**src/rtl/vofc_params.svh**
```systemverilog
// offsets, field positions, reset values and limits for the
// output format block; assumes inclusion by vofc_pkg only
`ifndef VOFC_PARAMS_SVH
`define VOFC_PARAMS_SVH

// ---------------------------------------------------------
// register offsets and reset values
// ---------------------------------------------------------
`define ADDR_FMT    8'h01
`define ADDR_PIN    8'h02
`define ADDR_CTL    8'h04
`define ADDR_STAT   8'h10
`define RST_FMT     8'h00
`define RST_PIN     8'h00
`define RST_CTL     8'h00

// ---------------------------------------------------------
// field positions
// ---------------------------------------------------------
`define F_SIZE      2:0
`define F_CLIP      3
`define F_MODE      5:4
`define F_VSEL      6
`define F_KEEP      7
`define F_LPOL      0
`define F_FPOL      1
`define F_DPOL      2
`define F_CINV      3
`define F_SEN       4
`define F_VEN       5
`define F_FILL      7:6
`define F_RATE      4:3
`define F_LDEF      6

// ---------------------------------------------------------
// sample limits and fill colours
// ---------------------------------------------------------
`define NARROW_LO   8'h10
`define NARROW_YHI  8'heb
`define NARROW_CHI  8'hf0
`define WIDE_LO     8'h01
`define WIDE_HI     8'hfe
`define BLACK_Y     8'h10
`define BLACK_C     8'h80
`define BLUE_Y      8'h29
`define BLUE_CB     8'hf0
`define BLUE_CR     8'h6e

// ---------------------------------------------------------
// v bit line limits
// ---------------------------------------------------------
`define V525_END_A  10'd9
`define V525_END_B  10'd272
`define V525_WID_A  10'd19
`define V525_WID_B  10'd282
`define V525_F2     10'd264
`define V625_ON_A   10'd23
`define V625_OFF_A  10'd310
`define V625_ON_B   10'd336
`define V625_OFF_B  10'd623
`endif

```
**src/rtl/vofc_pkg.sv**
```systemverilog
// types shared by the output format block and its bench;
// assumes the params header sits beside it
`include "vofc_params.svh"

package vofc_pkg;
   // picture size codes
   typedef enum logic [2:0] {
      SZ_QVGA = 3'h0, SZ_VGA = 3'h1, SZ_CIF = 3'h2,
      SZ_QCIF = 3'h3, SZ_RQVGA = 3'h4, SZ_RCIF = 3'h5,
      SZ_FULL = 3'h6, SZ_RSVD = 3'h7
   } size_t;
   // interface mode codes
   typedef enum logic [1:0] {
      IF_CAM = 2'h0, IF_CAM_TRS = 2'h1,
      IF_SYNC = 2'h2, IF_656 = 2'h3
   } mode_t;
   // one beat from the decoding core
   typedef struct packed {
      logic       is_trs;      // timing code slot
      logic [1:0] trs_idx;     // word within the code
      logic       trs_eav;     // end of line code
      logic [7:0] sample;      // luma or chroma code
      logic       is_chroma;
      logic       is_cr;
      logic       hsync;       // line sync active
      logic       vsync;       // frame sync active
      logic       field;       // second field
      logic       active;      // picture sample
      logic       frame_start; // first beat of frame
      logic [9:0] line;        // line number from 1
   } beat_t;
endpackage

```
**src/rtl/video_output_format_control.sv**
```systemverilog
// output format control: size, clip, interface mode,
// timing codes, strobe polarity and no-signal fill.
// assumes a decoding core on I_CLK feeding beats and an
// upstream pixel clock on I_LINK_CLK, slower than I_CLK/4.
//
// Notes on behaviour
// - size field picks one of seven pictures
// - rotated sizes 240x180 and 288x216
// - clip bit clear limits samples 1..254
// - clip bit set limits 16..235/240
// - mode field picks camera, sync or 656
// - embedded modes hold syncs low unless enabled
// - v bit line select only at size 110
// - 525 lines, select clear: short v window
// - 525 lines, select set: long v window
// - 625 lines: fixed v window
// - skipped frames drop frame pulse unless kept in sync or 656 mode
// - polarity bits set strobe active levels
// - clock invert picks the receiver capture edge, not its time
// - line/frame strobes gated in embedded modes
// - valid strobe gated low on beats in embedded modes; idle link rises set it to its inactive level
// - no signal fills black, blue or raw
// - frame rate full, half or quarter
// - signal loss on both syncs or v only
//
// Added by the designer: the address-and-strobe port.
`timescale 1ns/1ps
`default_nettype none

module video_output_format_control
   import vofc_pkg::*;
#(
   parameter int unsigned DEPTH = 2 // buffer entries
)(
   // clock, reset, enable
   input  wire logic       I_CLK,
   input  wire logic       I_RST_N,
   input  wire logic       I_CE,
   // register port
   input  wire logic [7:0] I_ADDR,
   input  wire logic [7:0] I_WDATA,
   input  wire logic       I_WR,
   input  wire logic       I_RD,
   output logic      [7:0] O_RDATA,
   // beats from the decoding core
   input  wire beat_t      I_BEAT,
   input  wire logic       I_BEAT_VALID,
   output logic            O_BEAT_READY,
   // core status
   input  wire logic       I_LINE_625,
   input  wire logic       I_HSYNC_LOST,
   input  wire logic       I_VSYNC_LOST,
   // upstream pixel clock
   input  wire logic       I_LINK_CLK,
   // video pins
   output logic      [7:0] O_DATA,
   output logic            O_LINE_SYNC,
   output logic            O_FRAME_SYNC,
   output logic            O_DATA_VALID,
   output logic            O_PIXEL_CLOCK,
   output logic            O_SIGNAL_LOSS,
   output logic            O_VBIT,
   output logic      [9:0] O_PIC_WIDTH,
   output logic      [9:0] O_PIC_HEIGHT
);

   // ---------------------------------------------------------
   // state
   // ---------------------------------------------------------
   localparam int unsigned PW = (DEPTH > 1) ? $clog2(DEPTH) : 1;
   localparam logic [PW:0] FULL = (PW+1)'(DEPTH);

   typedef struct packed {
      logic [7:0]        fmt_reg;  // format config
      logic [7:0]        pin_reg;  // pin config
      logic [7:0]        ctl_reg;  // rate and loss config
      logic [7:0]        fmt_act;  // format in use
      logic [7:0]        pin_act;  // pins in use
      logic [7:0]        ctl_act;  // rate in use
      logic [7:0]        rdata;    // read answer
      logic [2:0]        sync;     // link clock sampler
      logic              lclk;     // settled link clock
      beat_t [DEPTH-1:0] mem;      // beat buffer
      logic [PW-1:0]     wp;
      logic [PW-1:0]     rp;
      logic [PW:0]       cnt;
      logic [1:0]        fcnt;     // frame counter
      logic              fon;      // frame not skipped
      logic [7:0]        data;
      logic              lsync;
      logic              fsync;
      logic              dval;
      logic              pclk;
      logic              loss;
      logic              vbit;
      logic [9:0]        wid;
      logic [9:0]        hgt;
   } st_t;

   st_t r_reg;   // registered state
   st_t r_next;  // next state

   // ---------------------------------------------------------
   // helpers
   // ---------------------------------------------------------
   // v bit of the timing code for a given line
   function automatic logic vbit_f(input logic [9:0] ln,
                                   input logic l625,
                                   input logic wide);
      logic [9:0] e1;
      logic [9:0] e2;
      e1 = wide ? `V525_WID_A : `V525_END_A;
      e2 = wide ? `V525_WID_B : `V525_END_B;
      if (l625) begin
         vbit_f = !((ln >= `V625_ON_A && ln <= `V625_OFF_A) ||
                    (ln >= `V625_ON_B && ln <= `V625_OFF_B));
      end else begin
         vbit_f = (ln >= 10'd1 && ln <= e1) ||
                  (ln >= `V525_F2 && ln <= e2);
      end
   endfunction

   // clamp one sample to the selected code range
   function automatic logic [7:0] clip_f(input logic [7:0] s,
                                         input logic nar,
                                         input logic chroma);
      logic [7:0] lo;
      logic [7:0] hi;
      lo = nar ? `NARROW_LO : `WIDE_LO;
      hi = !nar ? `WIDE_HI :
           (chroma ? `NARROW_CHI : `NARROW_YHI);
      if (s < lo) begin
         clip_f = lo;
      end else if (s > hi) begin
         clip_f = hi;
      end else begin
         clip_f = s;
      end
   endfunction

   // timing code word, protection bits from f, v, h
   function automatic logic [7:0] trs_f(input logic [1:0] idx,
                                        input logic f,
                                        input logic v,
                                        input logic h);
      unique case (idx)
         2'd0: trs_f = 8'hff;
         2'd1: trs_f = 8'h00;
         2'd2: trs_f = 8'h00;
         2'd3: trs_f = {1'b1, f, v, h, v ^ h, f ^ h, f ^ v,
                        f ^ v ^ h};
      endcase
   endfunction

   // ---------------------------------------------------------
   // next state
   // ---------------------------------------------------------
   // all behaviour in one pass over a copy of the state
   always_comb begin
      logic       settled;   // sampler second and third agree
      logic       rise;      // settled link clock rising
      logic       push;
      logic       pop;
      beat_t      b;
      logic [7:0] fmt;
      logic [7:0] pin;
      logic [7:0] ctl;
      logic       emb;       // embedded code mode
      logic       strobe_m;  // sync or 656 mode
      logic [1:0] cnt_n;
      logic       on;
      logic       vwide;
      logic [7:0] s;
      logic       ls_a;
      logic       fs_a;
      logic       dv_a;
      settled  = 1'b0;
      rise     = 1'b0;
      push     = 1'b0;
      pop      = 1'b0;
      b        = '0;
      fmt      = r_reg.fmt_act;
      pin      = r_reg.pin_act;
      ctl      = r_reg.ctl_act;
      emb      = 1'b0;
      strobe_m = 1'b0;
      cnt_n    = r_reg.fcnt;
      on       = r_reg.fon;
      vwide    = 1'b0;
      s        = 8'h00;
      ls_a     = 1'b0;
      fs_a     = 1'b0;
      dv_a     = 1'b0;
      r_next   = r_reg;

      // register writes, reads answer the next cycle only
      r_next.rdata = 8'h00;
      if (I_WR) begin
         unique case (I_ADDR)
            `ADDR_FMT: r_next.fmt_reg = I_WDATA;
            `ADDR_PIN: r_next.pin_reg = I_WDATA;
            `ADDR_CTL: r_next.ctl_reg = I_WDATA;
            default:   r_next.rdata   = 8'h00;
         endcase
      end
      if (I_RD) begin
         unique case (I_ADDR)
            `ADDR_FMT:  r_next.rdata = r_reg.fmt_reg;
            `ADDR_PIN:  r_next.rdata = r_reg.pin_reg;
            `ADDR_CTL:  r_next.rdata = r_reg.ctl_reg;
            `ADDR_STAT: r_next.rdata = {5'h00, r_reg.vbit,
                                        r_reg.fon, r_reg.loss};
            default:    r_next.rdata = 8'h00; // unmapped
         endcase
      end

      // link clock sampler; a level counts once it settles
      r_next.sync = {r_reg.sync[1:0], I_LINK_CLK};
      settled = (r_reg.sync[1] == r_reg.sync[2]);
      if (settled) begin
         r_next.lclk = r_reg.sync[2];
      end
      rise = settled && r_reg.sync[2] && !r_reg.lclk;

      // two-entry buffer; drained only on link edges so a
      // slow pixel clock back-pressures the core
      push = I_BEAT_VALID && (r_reg.cnt != FULL);
      pop  = rise && (r_reg.cnt != '0);
      if (push) begin
         r_next.mem[r_reg.wp] = I_BEAT;
         r_next.wp = (r_reg.wp == PW'(DEPTH - 1)) ?
                     '0 : r_reg.wp + 1'b1;
      end
      if (pop) begin
         r_next.rp = (r_reg.rp == PW'(DEPTH - 1)) ?
                     '0 : r_reg.rp + 1'b1;
      end
      if (push && !pop) begin
         r_next.cnt = r_reg.cnt + 1'b1;
      end else if (pop && !push) begin
         r_next.cnt = r_reg.cnt - 1'b1;
      end

      // loss of signal follows the live definition bit
      r_next.loss = I_VSYNC_LOST &&
                    (r_reg.ctl_reg[`F_LDEF] || I_HSYNC_LOST);

      // idle link edge: nothing valid to show
      if (rise && !pop) begin
         r_next.dval = !pin[`F_DPOL];
      end

      if (pop) begin
         b = r_reg.mem[r_reg.rp];
         // new settings only at a frame's first beat
         if (b.frame_start) begin
            fmt = r_reg.fmt_reg;
            pin = r_reg.pin_reg;
            ctl = r_reg.ctl_reg;
            r_next.fmt_act = fmt;
            r_next.pin_act = pin;
            r_next.ctl_act = ctl;
            cnt_n = r_reg.fcnt + 2'd1;
            // reserved rate code runs at full rate
            unique case (ctl[`F_RATE])
               2'b01:   on = !cnt_n[0];
               2'b10:   on = (cnt_n == 2'd0);
               default: on = 1'b1;
            endcase
            r_next.fcnt = cnt_n;
            r_next.fon  = on;
         end
         emb      = fmt[4];
         strobe_m = fmt[5];
         vwide    = fmt[`F_VSEL] &&
                    (size_t'(fmt[`F_SIZE]) == SZ_FULL);
         r_next.vbit = vbit_f(b.line, I_LINE_625, vwide);

         // sample path: fill on loss, then clip
         s = b.sample;
         if (r_reg.loss) begin
            unique case (pin[`F_FILL])
               2'b00: s = b.is_chroma ? `BLACK_C : `BLACK_Y;
               2'b01: s = !b.is_chroma ? `BLUE_Y :
                          (b.is_cr ? `BLUE_CR : `BLUE_CB);
               default: s = b.sample;
            endcase
         end
         s = clip_f(s, fmt[`F_CLIP], b.is_chroma);

         // timing codes appear only in embedded modes
         if (b.is_trs) begin
            if (emb) begin
               r_next.data = trs_f(b.trs_idx, b.field,
                                   r_next.vbit, b.trs_eav);
            end
         end else begin
            r_next.data = s;
         end

         // strobe activity before gating and polarity
         ls_a = b.hsync;
         fs_a = b.vsync && (on ||
                (strobe_m && fmt[`F_KEEP]));
         dv_a = b.active && !b.is_trs && on;
         if (emb && !pin[`F_SEN]) begin
            r_next.lsync = 1'b0;
            r_next.fsync = 1'b0;
         end else begin
            r_next.lsync = !(ls_a ^ pin[`F_LPOL]);
            r_next.fsync = !(fs_a ^ pin[`F_FPOL]);
         end
         if (emb && !pin[`F_VEN]) begin
            r_next.dval = 1'b0;
         end else begin
            r_next.dval = !(dv_a ^ pin[`F_DPOL]);
         end
      end

      // data moves at link rise; the receiver's edge falls
      // half a link period later, whichever phase it uses
      r_next.pclk = r_next.lclk ^ !r_next.pin_act[`F_CINV];

      // picture size from the format in use
      unique case (size_t'(r_reg.fmt_act[`F_SIZE]))
         SZ_QVGA:  {r_next.wid, r_next.hgt} = {10'd320, 10'd240};
         SZ_VGA:   {r_next.wid, r_next.hgt} = {10'd640, 10'd480};
         SZ_CIF:   {r_next.wid, r_next.hgt} = {10'd352, 10'd288};
         SZ_QCIF:  {r_next.wid, r_next.hgt} = {10'd176, 10'd144};
         SZ_RQVGA: {r_next.wid, r_next.hgt} = {10'd240, 10'd180};
         SZ_RCIF:  {r_next.wid, r_next.hgt} = {10'd288, 10'd216};
         SZ_FULL:  {r_next.wid, r_next.hgt} =
                      {10'd720, I_LINE_625 ? 10'd576 : 10'd480};
         SZ_RSVD:  {r_next.wid, r_next.hgt} = {10'd0, 10'd0};
      endcase
   end

   // ---------------------------------------------------------
   // state register
   // ---------------------------------------------------------
   // everything clears to zero: all configs reset to 00
   always_ff @(posedge I_CLK or negedge I_RST_N) begin
      if (!I_RST_N) begin
         r_reg <= '0;
      end else if (I_CE) begin
         r_reg <= r_next;
      end
   end

   // ---------------------------------------------------------
   // outputs
   // ---------------------------------------------------------
   assign O_RDATA       = r_reg.rdata;
   assign O_BEAT_READY  = (r_reg.cnt != FULL) && I_CE;
   assign O_DATA        = r_reg.data;
   assign O_LINE_SYNC   = r_reg.lsync;
   assign O_FRAME_SYNC  = r_reg.fsync;
   assign O_DATA_VALID  = r_reg.dval;
   assign O_PIXEL_CLOCK = r_reg.pclk;
   assign O_SIGNAL_LOSS = r_reg.loss;
   assign O_VBIT        = r_reg.vbit;
   assign O_PIC_WIDTH   = r_reg.wid;
   assign O_PIC_HEIGHT  = r_reg.hgt;

endmodule

`default_nettype wire

```
**config.mk**
```make
export PLATFORM = sky130hd
export DESIGN_NAME = video_output_format_control
export DESIGN_NICKNAME = d
export VERILOG_FILES = /design/src/rtl/vofc_pkg.sv /design/src/rtl/video_output_format_control.sv
export VERILOG_INCLUDE_DIRS = /design/src /design/src/rtl
export SDC_FILE = /design/constraint.sdc
export NUM_CORES = 1
export LEC_CHECK = 0
export BUFFER_PORTS_ARGS = -buffer_cell sky130_fd_sc_hd__buf_2
export CAP_MARGIN = 20
export CORE_ASPECT_RATIO = 2
export CORE_UTILIZATION = 50
export DETAILED_ROUTE_END_ITERATION = 7
export PLACE_DENSITY = 0.7
export SLEW_MARGIN = 20
export SYNTH_ARGS = -nofsm -noshare
export SYNTH_HDL_FRONTEND = slang
export SYNTH_SLANG_ARGS = --single-unit
```
**constraint.sdc**
```tcl
create_clock -name I_CLK -period 5.06 [get_ports I_CLK]
set_input_delay 1.012 -clock I_CLK [delete_from_list [all_inputs] [get_ports I_CLK]]
set_output_delay 1.012 -clock I_CLK [all_outputs]
set_load 0.05 [all_outputs]
```
==> results of run 1 <==
-- metrics by stage --
| stage | utilization | power (mW) | setup slack [ns] | hold WS, ns |
|---|---|---|---|---|
| 2_1_floorplan | - | 3.35 | 2.00 | 0.450 |
| 3_3_place_gp | 0.535 | 3.70 | 1.54 | 0.466 |
| 3_5_place_dp | 0.535 | 3.79 | 1.34 | 0.472 |
| 4_1_cts | 0.573 | 5.03 | 1.33 | 0.486 |
| 5_1_grt | 0.573 | 5.31 | 1.12 | 0.517 |
| 6_report | 0.573 | 5.02 | 1.26 | 0.483 |
-- power by group through the flow --
stage                     clock (mW)  sequential, mW  combinational, mW
after floorplan                    0            1.76               1.59
after global placement             0            1.76               1.94
after detailed placement           0            1.79               2.00
after CTS                       1.25            1.77               2.01
after global routing            1.30            1.82               2.19
final                           1.23            1.77               2.02
-- metal layers --
metal  up-vias  GRT usage  share of wire
met1      2817      0.245           0.37
met2       194      0.408           0.55
met4         0      0.127          0.036
met3        44     0.0354          0.042
li1       2574          -              -
met5         -          0              0
-- worst max path at each step --
stage,startpoint,to,slack [ns]
after floorplan,r_reg[39]$_DFFE_PN0P_,O_DATA[0]$_DFFE_PN0P_,2.00
after global placement,r_reg[39]$_DFFE_PN0P_,O_DATA[0]$_DFFE_PN0P_,1.54
after detailed placement,r_reg[39]$_DFFE_PN0P_,O_DATA[0]$_DFFE_PN0P_,1.34
after CTS,r_reg[39]$_DFFE_PN0P_,O_DATA[0]$_DFFE_PN0P_,1.33
after global routing,r_reg[39]$_DFFE_PN0P_,O_DATA[1]$_DFFE_PN0P_,1.12
final,r_reg[39]$_DFFE_PN0P_,O_DATA[1]$_DFFE_PN0P_,1.26
-- Yosys cell counts, types with 11 or more instances --
cell	instances	area [sq um]
sky130_fd_sc_hd__ha_1	21	263
sky130_fd_sc_hd__o22ai_1	15	93.8
sky130_fd_sc_hd__mux2i_1	31	310
sky130_fd_sc_hd__nor3_1	11	55.1
sky130_fd_sc_hd__buf_4	36	270
sky130_fd_sc_hd__a21oi_1	27	135
sky130_fd_sc_hd__dfrtp_1	145	3630
sky130_fd_sc_hd__nor2_1	34	128
sky130_fd_sc_hd__o21ai_0	18	90.1
sky130_fd_sc_hd__mux2_2	114	1280
sky130_fd_sc_hd__inv_1	30	113
sky130_fd_sc_hd__nand2_1	34	128
sky130_fd_sc_hd__clkbuf_1	24	90.1
-- worst max-delay path: cells and delay by family, from the launching register on --
kind | cells | cell delay (ns)
multiplexers | 2 | 1.35
flip-flops | 1 | 0.39
AO/OA/AOI/OAI | 7 | 1.37
adder cells (fa/ha/maj) | 1 | 0.29
AND/OR/NAND/NOR | 2 | 0.25
-- cell families after synthesis --
| family | count (synthesis) | share of synthesized area |
|---|---|---|
| AOI/OAI and AO/OA | 130 | 0.114 |
| xor gates and xnor gates | 12 | 0.0135 |
| adders and majority gates | 22 | 0.0351 |
| buffers and inverters | 97 | 0.0653 |
| DFF | 145 | 0.467 |
| muxes | 148 | 0.212 |
| other | 1 | 0.000482 |
| and+or+nand+nor | 140 | 0.0927 |
-- area by class of cell --
cell class,count,area (sq um)
clock buffer,19,443
clock inverter,12,138
fill,1333,6490
inverter,30,113
multi-input combinational,458,3660
sequential,145,3630
tap,198,248
timing repair buffer,95,494
==> impl_results.rst, run 1 <==
.. list-table::
   :header-rows: 1

   * - Metric
     - Value
   * - Drt drc
     - 0
   * - Number of cells upsized or downsized after cts
     - 0
   * - Critical path data required time
     - 5.35 ns
   * - Final Hold Violating Endpoints
     - 0
   * - # placed instances
     - 926
   * - Max cap viols
     - 0
   * - Number of flops mapped to enable cells by yosys
     - 0
   * - Total Wirelength
     - 17.2 mm
   * - Proportion of power drawn by the clock network
     - 0.245
   * - Buffers on Ports
     - 91
   * - Area of the die
     - 16100 sq um
   * - Worst Setup End Kind
     - flop
   * - Synthesis-to-layout area growth
     - 12.2%
   * - CTS Root Cell
     - sky130_fd_sc_hd__clkbuf_16
   * - Count of H-tree levels built during CTS
     - 4
   * - Via/cell ratio
     - ~6
   * - Placement Rows
     - 64
   * - Register-to-Register Setup Slack
     - around 1.3 ns
   * - Diodes inserted
     - 0
   * - Static power due to leakage
     - roughly 4.0 nW
   * - RSZ-0062 raised after global routing
     - no
   * - Worst Reg2Reg Path Length in Cells
     - 12
   * - Net switching power of the design
     - 1.94 mW
   * - Primary flip-flop cell chosen by synthesis mapping
     - sky130_fd_sc_hd__dfrtp_1
   * - Largest net degree at the start of global routing
     - between 100 and 150
   * - Kind of critical path
     - reg -> reg
   * - Flop and latch count out of synthesis
     - roughly 150
   * - Reg-to-reg startpoint
     - r_reg[39]$_DFFE_PN0P_
   * - Ratio of cells with drive above 1 in the final layout
     - 0.328
   * - Number of standard cells in the final layout excluding fillers
     - 957
   * - Max stage delay cell, worst path
     - sky130_fd_sc_hd__mux2i_1
   * - Async set or reset register ratio after synthesis
     - 1.00
   * - Cts bufs inserted
     - 17
   * - Crit Reg-Reg Endpoint
     - O_DATA[1]$_DFFE_PN0P_
   * - Initial drt markers
     - about 310
   * - All-layer global routing usage
     - 0.224
   * - Detailed-route wire length per cell
     - 18.0 um
   * - Path category of the worst min-delay check
     - reg -> reg
   * - Internal power
     - 3.09 mW
   * - Wire length of the first global-routing pass
     - ~28 mm
   * - Sequence of cells on the critical path
     - mux2i_4 -> mux2i_1 -> a31oi_1 -> a21oi_1 -> ha_1 -> nor2b_1 -> o21a_1 -> o211ai_1 -> a21o_1 -> nor3_1 -> o221ai_1 -> o211ai_1
   * - Total grt overflow
     - 0
   * - Netlist area before placement
     - slightly below 8000 sq um
   * - PwrDens
     - 576 nW/um^2
   * - Worst path max stage delay
     - ~0.77 ns
   * - Die Wd
     - 90.2 um
   * - Total of warnings raised by yosys
     - 0
   * - Max Clock Freq
     - 0.263 GHz
   * - Final setup fails
     - 0
   * - Most repeated library cell on the critical path
     - sky130_fd_sc_hd__o211ai_1
   * - TritonCTS clock tree
     - yes
   * - Sinks on Clock Net
     - 145
   * - Count of unique library cells instantiated by Yosys
     - 63
   * - Total half-perimeter wirelength after legalization and detailed placement
     - 12.4 mm
   * - Crit path arrival time
     - 4.09 ns
   * - Via count of the first global-routing pass
     - around 5800
   * - Max Transition Viols Final
     - 0
   * - Crit share post-route
     - 0.750
   * - Commonest cells after routing, fill and taps aside
     - 144 x sky130_fd_sc_hd__dfrtp_1, 114 x sky130_fd_sc_hd__mux2_2, 90 x sky130_fd_sc_hd__buf_2, 34 x sky130_fd_sc_hd__nor2_1, 34 x sky130_fd_sc_hd__nand2_1
   * - I/O pin count
     - between 90 and 100
   * - CP Launch Type
     - flop
   * - Share of total power in sequential cells
     - 0.353
   * - Insertion delay of the later-clocked pin in the worst-skew pair
     - 0.42 ns
   * - Gp weighted congestion
     - 0.881
   * - Hold Path Sink
     - O_DATA_VALID$_DFFE_PN0P_
   * - Number of optimization iterations in the first detailed-route pass
     - 5
   * - Max Fanout on Critical Path
     - 19
   * - Result of the run
     - complete, no violations
   * - Post-layout nets
     - 823
   * - Via count
     - 5629
   * - Mean post-synth cell area
     - 11.2 sq um
   * - Worst-margin pin slew
     - between 0.9 and 1 ns
   * - Worst Hold Path Cells
     - 2
   * - Layout Cell Area excl Fill
     - 8720 sq um
   * - Final critical-path required period
     - 3.80 ns
   * - Proportion of synthesized chip area in sequential cells
     - 0.467
   * - Post-CTS clock slew at the launch and capture registers of the worst setup and hold paths
     - 0.06 ns
   * - Worst relative slew slack
     - 0.357
   * - Startpoint of the lowest-slack hold path
     - O_DATA_VALID$_DFFE_PN0P_
   * - Number of setup buffers added after CTS
     - 0
   * - Setup_tns
     - 0 ns
   * - Clock skew
     - 0.00819 ns
   * - Cts hold-fix bufs
     - 0
   * - Core region area
     - around 15000 sq um
   * - Most common cell after layout, fill and taps aside
     - sky130_fd_sc_hd__dfrtp_1
   * - Sw Share
     - 0.386
   * - Combinational power share
     - 0.403
   * - Max rail drop VDD
     - 246 uV
   * - Largest register FFs
     - 107
   * - Syn Inst Count
     - 695
   * - Starting density of the core
     - 0.511
   * - Count of nets left with antenna violations after detail routing
     - 0
   * - Placed standard-cell area
     - 8140 sq um
   * - Vertical die dimension
     - 178 um
   * - Max clock buf depth
     - 2
   * - Number of antenna violations at the first check in global routing
     - 0
Note: power is estimated with default switching activity, not from simulation.
==> inputs of run 2 (changes only) <==
- ABC_AREA: not set -> 1
- clock period: 5.06 -> 3.85 ns (I/O delays scaled with it)
==> run 2 against run 1 <==
- die area is 0.70% higher
- worst hold slack worse by 0.12 ns
- clock power is 28% higher
- critical path depth is 10 higher
- highest routed layer unchanged
==> impl_results.rst, run 2 <==
.. list-table::
   :header-rows: 1

   * - Metric
     - Value
   * - Count of unique library cells instantiated by Yosys
     - 50
   * - DP Worst Slack
     - 0.764 ns
   * - Buffers on Ports
     - around 90
   * - Proportion of synthesized chip area in sequential cells
     - 0.463
   * - Post-synthesis cell type with the largest combined area
     - sky130_fd_sc_hd__dfrtp_1
   * - Number of optimization iterations in the first detailed-route pass
     - 6
   * - Starting density of the core
     - 0.512
   * - Total of warnings raised by yosys
     - 0
   * - Worst slack on hold paths
     - 0.366 ns
   * - Number of cells upsized or downsized after cts
     - 0
   * - Wire length of the first global-routing pass
     - 31.9 mm
   * - Setup_tns
     - 0 ns
   * - Ratio of cells with drive above 1 in the final layout
     - 0.159
   * - Max clock buf depth
     - 2
   * - Max Fanout on Critical Path
     - 22
   * - Area taken by multi-input logic gates
     - 3270 sq um
   * - Total Power
     - a little over 7 mW
   * - Diodes inserted
     - 0
   * - Max rail drop VDD
     - ~340 uV
   * - Clock skew
     - ~0.010 ns
   * - Largest net degree at the start of global routing
     - 75
   * - Critical path data required time
     - 4.19 ns
   * - Area of the die
     - 16200 sq um
   * - Synthesis-to-layout area growth
     - 11.5%
   * - Worst Setup End Kind
     - flop
   * - Placement Rows
     - 64
   * - Die Wd
     - 90.5 um
   * - Final Hold Violating Endpoints
     - 0
   * - Vertical die dimension
     - 179 um
   * - Area share of the leading cell type in the synthesized netlist
     - 0.463
   * - Insertion delay of the later-clocked pin in the worst-skew pair
     - 0.43 ns
   * - Cts bufs inserted
     - 17
   * - Async set or reset register ratio after synthesis
     - 1.00
   * - Kind of critical path
     - reg -> reg
   * - Result of the run
     - complete, no violations
   * - I/O pin count
     - ~100
   * - RSZ-0062 raised after global routing
     - no
   * - Seq. cell area
     - 3630 sq um
   * - Sequence of cells on the critical path
     - inv_6 -> nand2_8 -> nand2_8 -> inv_4 -> nor2_1 -> a31oi_1 -> inv_1 -> ha_1 -> inv_1 -> nor2_1 -> o21ai_1 -> nand2_1 -> nand2_1 -> nand2_1 -> nand2_1 -> nand2_2 -> nand2_2 -> nand2_2 -> nand3_1 -> nand2_1 -> nand2_1 -> a21oi_1
   * - Via count
     - 6540
   * - Register-to-Register Setup Slack
     - 0.75 ns
   * - # placed instances
     - 1228
   * - Crit share post-route
     - 0.805
   * - All-layer global routing usage
     - 0.258
   * - Post-CTS clock slew at the launch and capture registers of the worst setup and hold paths
     - approximately 0.060 ns
   * - Total Wirelength
     - 19.5 mm
   * - Flop and latch count out of synthesis
     - 145
   * - Initial drt markers
     - approximately 310
   * - Max Clock Freq
     - ~0.32 GHz
   * - Gp weighted congestion
     - 0.923
   * - Final critical-path required period
     - 3.10 ns
   * - CTS Root Cell
     - sky130_fd_sc_hd__clkbuf_16
   * - Crit path arrival time
     - roughly 3.4 ns
   * - Max cap viols
     - 0
   * - Max stage delay cell, worst path
     - sky130_fd_sc_hd__dfrtp_1
   * - Most repeated library cell on the critical path
     - sky130_fd_sc_hd__nand2_1
   * - Via count of the first global-routing pass
     - approximately 6600
   * - Sinks on Clock Net
     - 145
   * - Worst path max stage delay
     - around 0.52 ns
   * - Syn Inst Count
     - approximately 1000
   * - Netlist area before placement
     - roughly 7800 sq um
   * - Least setup slack across all paths after layout
     - 0.750 ns
   * - Core region area
     - 15300 sq um
   * - Number of antenna violations at the first check in global routing
     - 0
   * - TritonCTS clock tree
     - yes
   * - Total grt overflow
     - 0
   * - Count of H-tree levels built during CTS
     - 4
   * - Count of nets left with antenna violations after detail routing
     - 0
   * - Worst-margin pin slew
     - 0.957 ns
   * - Total half-perimeter wirelength after legalization and detailed placement
     - between 10 and 15 mm
   * - Detailed-route wire length per cell
     - 15.5 um
   * - Number of flops mapped to enable cells by yosys
     - 0
   * - Number of setup buffers added after CTS
     - 0
   * - Count leader, synth
     - sky130_fd_sc_hd__nand2_1
   * - Final setup fails
     - 0
   * - Cells taking the most area after synthesis
     - sky130_fd_sc_hd__dfrtp_1 46%, sky130_fd_sc_hd__nand2_1 13%, sky130_fd_sc_hd__o21ai_0 8.9%
   * - Largest register FFs
     - 107
   * - Static power due to leakage
     - 4.56 nW
   * - Mean post-synth cell area
     - 7.85 sq um
   * - Cts hold-fix bufs
     - 0
   * - Number of standard cells in the final layout excluding fillers
     - 1259
   * - Drt drc
     - 0
   * - Primary flip-flop cell chosen by synthesis mapping
     - sky130_fd_sc_hd__dfrtp_1
   * - CP Launch Type
     - flop
   * - Post-layout nets
     - around 1100
   * - Worst relative slew slack
     - 0.362
   * - Commonest cells after routing, fill and taps aside
     - 280 x sky130_fd_sc_hd__nand2_1, 145 x sky130_fd_sc_hd__dfrtp_1, 140 x sky130_fd_sc_hd__o21ai_0, 127 x sky130_fd_sc_hd__inv_1, 90 x sky130_fd_sc_hd__buf_2
   * - Count of fill cells added during filler insertion
     - 1486
   * - List of most frequent post-synthesis cells
     - 280 x sky130_fd_sc_hd__nand2_1, 145 x sky130_fd_sc_hd__dfrtp_1, 140 x sky130_fd_sc_hd__o21ai_0
   * - Path category of the worst min-delay check
     - in -> async
   * - Via/cell ratio
     - between 5 and 6
   * - Most common cell after layout, fill and taps aside
     - sky130_fd_sc_hd__nand2_1
   * - Max Transition Viols Final
     - 0
   * - PwrDens
     - roughly 830 nW/um^2
run 2: path summary, 6_finish.rpt:
check,end,cells past startpoint,startpoint
max in group asynchronous,O_PIC_WIDTH[4]$_DFFE_PN0P_,2,I_RST_N
worst min-delay path,r_reg[139]$_DFFE_PN0P_,1,I_RST_N
worst max-delay path,O_DATA[1]$_DFFE_PN0P_,22,r_reg[39]$_DFFE_PN0P_
min in group I_CLK,O_DATA[4]$_DFFE_PN0P_,2,O_DATA[4]$_DFFE_PN0P_
worst min register to register,O_DATA[4]$_DFFE_PN0P_,2,O_DATA[4]$_DFFE_PN0P_
worst max register to register,O_DATA[1]$_DFFE_PN0P_,22,r_reg[39]$_DFFE_PN0P_
run 2: power by group:
part           switching (mW)  leakage (nW)  total [mW]  internal, mW
Clock                   0.667         0.262        1.57         0.903
Combinational            2.29          2.45        3.28         0.995
Sequential              0.343          1.85        2.37          2.03
run 2: metrics by stage:
step | util | instance area, sq um
after floorplan | - | 7850
after global placement | 0.535 | 8180
after detailed placement | 0.535 | 8180
after CTS | 0.571 | 8730
after global routing | 0.571 | 8730
final | 0.571 | 8730
run 2: cell families after synthesis:
kind of cell / Yosys count / synth area share
mux: 3 / 0.00384
compound gates: 199 / 0.140
other cells: 1 / 0.000479
fa+ha+maj: 21 / 0.0336
buf+inv: 204 / 0.121
simple gates: 419 / 0.231
xor+xnor: 6 / 0.00671
flops: 145 / 0.463
run 2: worst max-delay path: cells and delay by family (launching register included):
kind                       cells  cell delay [ns]
buffers and inverters          4             0.46
and+or+nand+nor               14             1.16
AOI/OAI and AO/OA              3             0.56
adders and majority gates      1             0.32
DFF                            1             0.52
run 2: routing by layer:
| layer | track usage | vias to the layer above | routed length (um) |
|---|---|---|---|
| met5 | 0 | - | 0 |
| met4 | 0.184 | 0 | 1240 |
| met3 | 0.0424 | 66 | 560 |
| met2 | 0.483 | 161 | 10600 |
| met1 | 0.253 | 3079 | 7070 |
| li1 | - | 3234 | - |
run 2: cell type report:
cell class	count	area share
inverters	134	0.0585
well taps	198	0.0284
clock buffers	19	0.0507
multi-input cells	654	0.375
flip-flops and latches	145	0.416
repair buffers	97	0.0595
clock inverters	12	0.0126
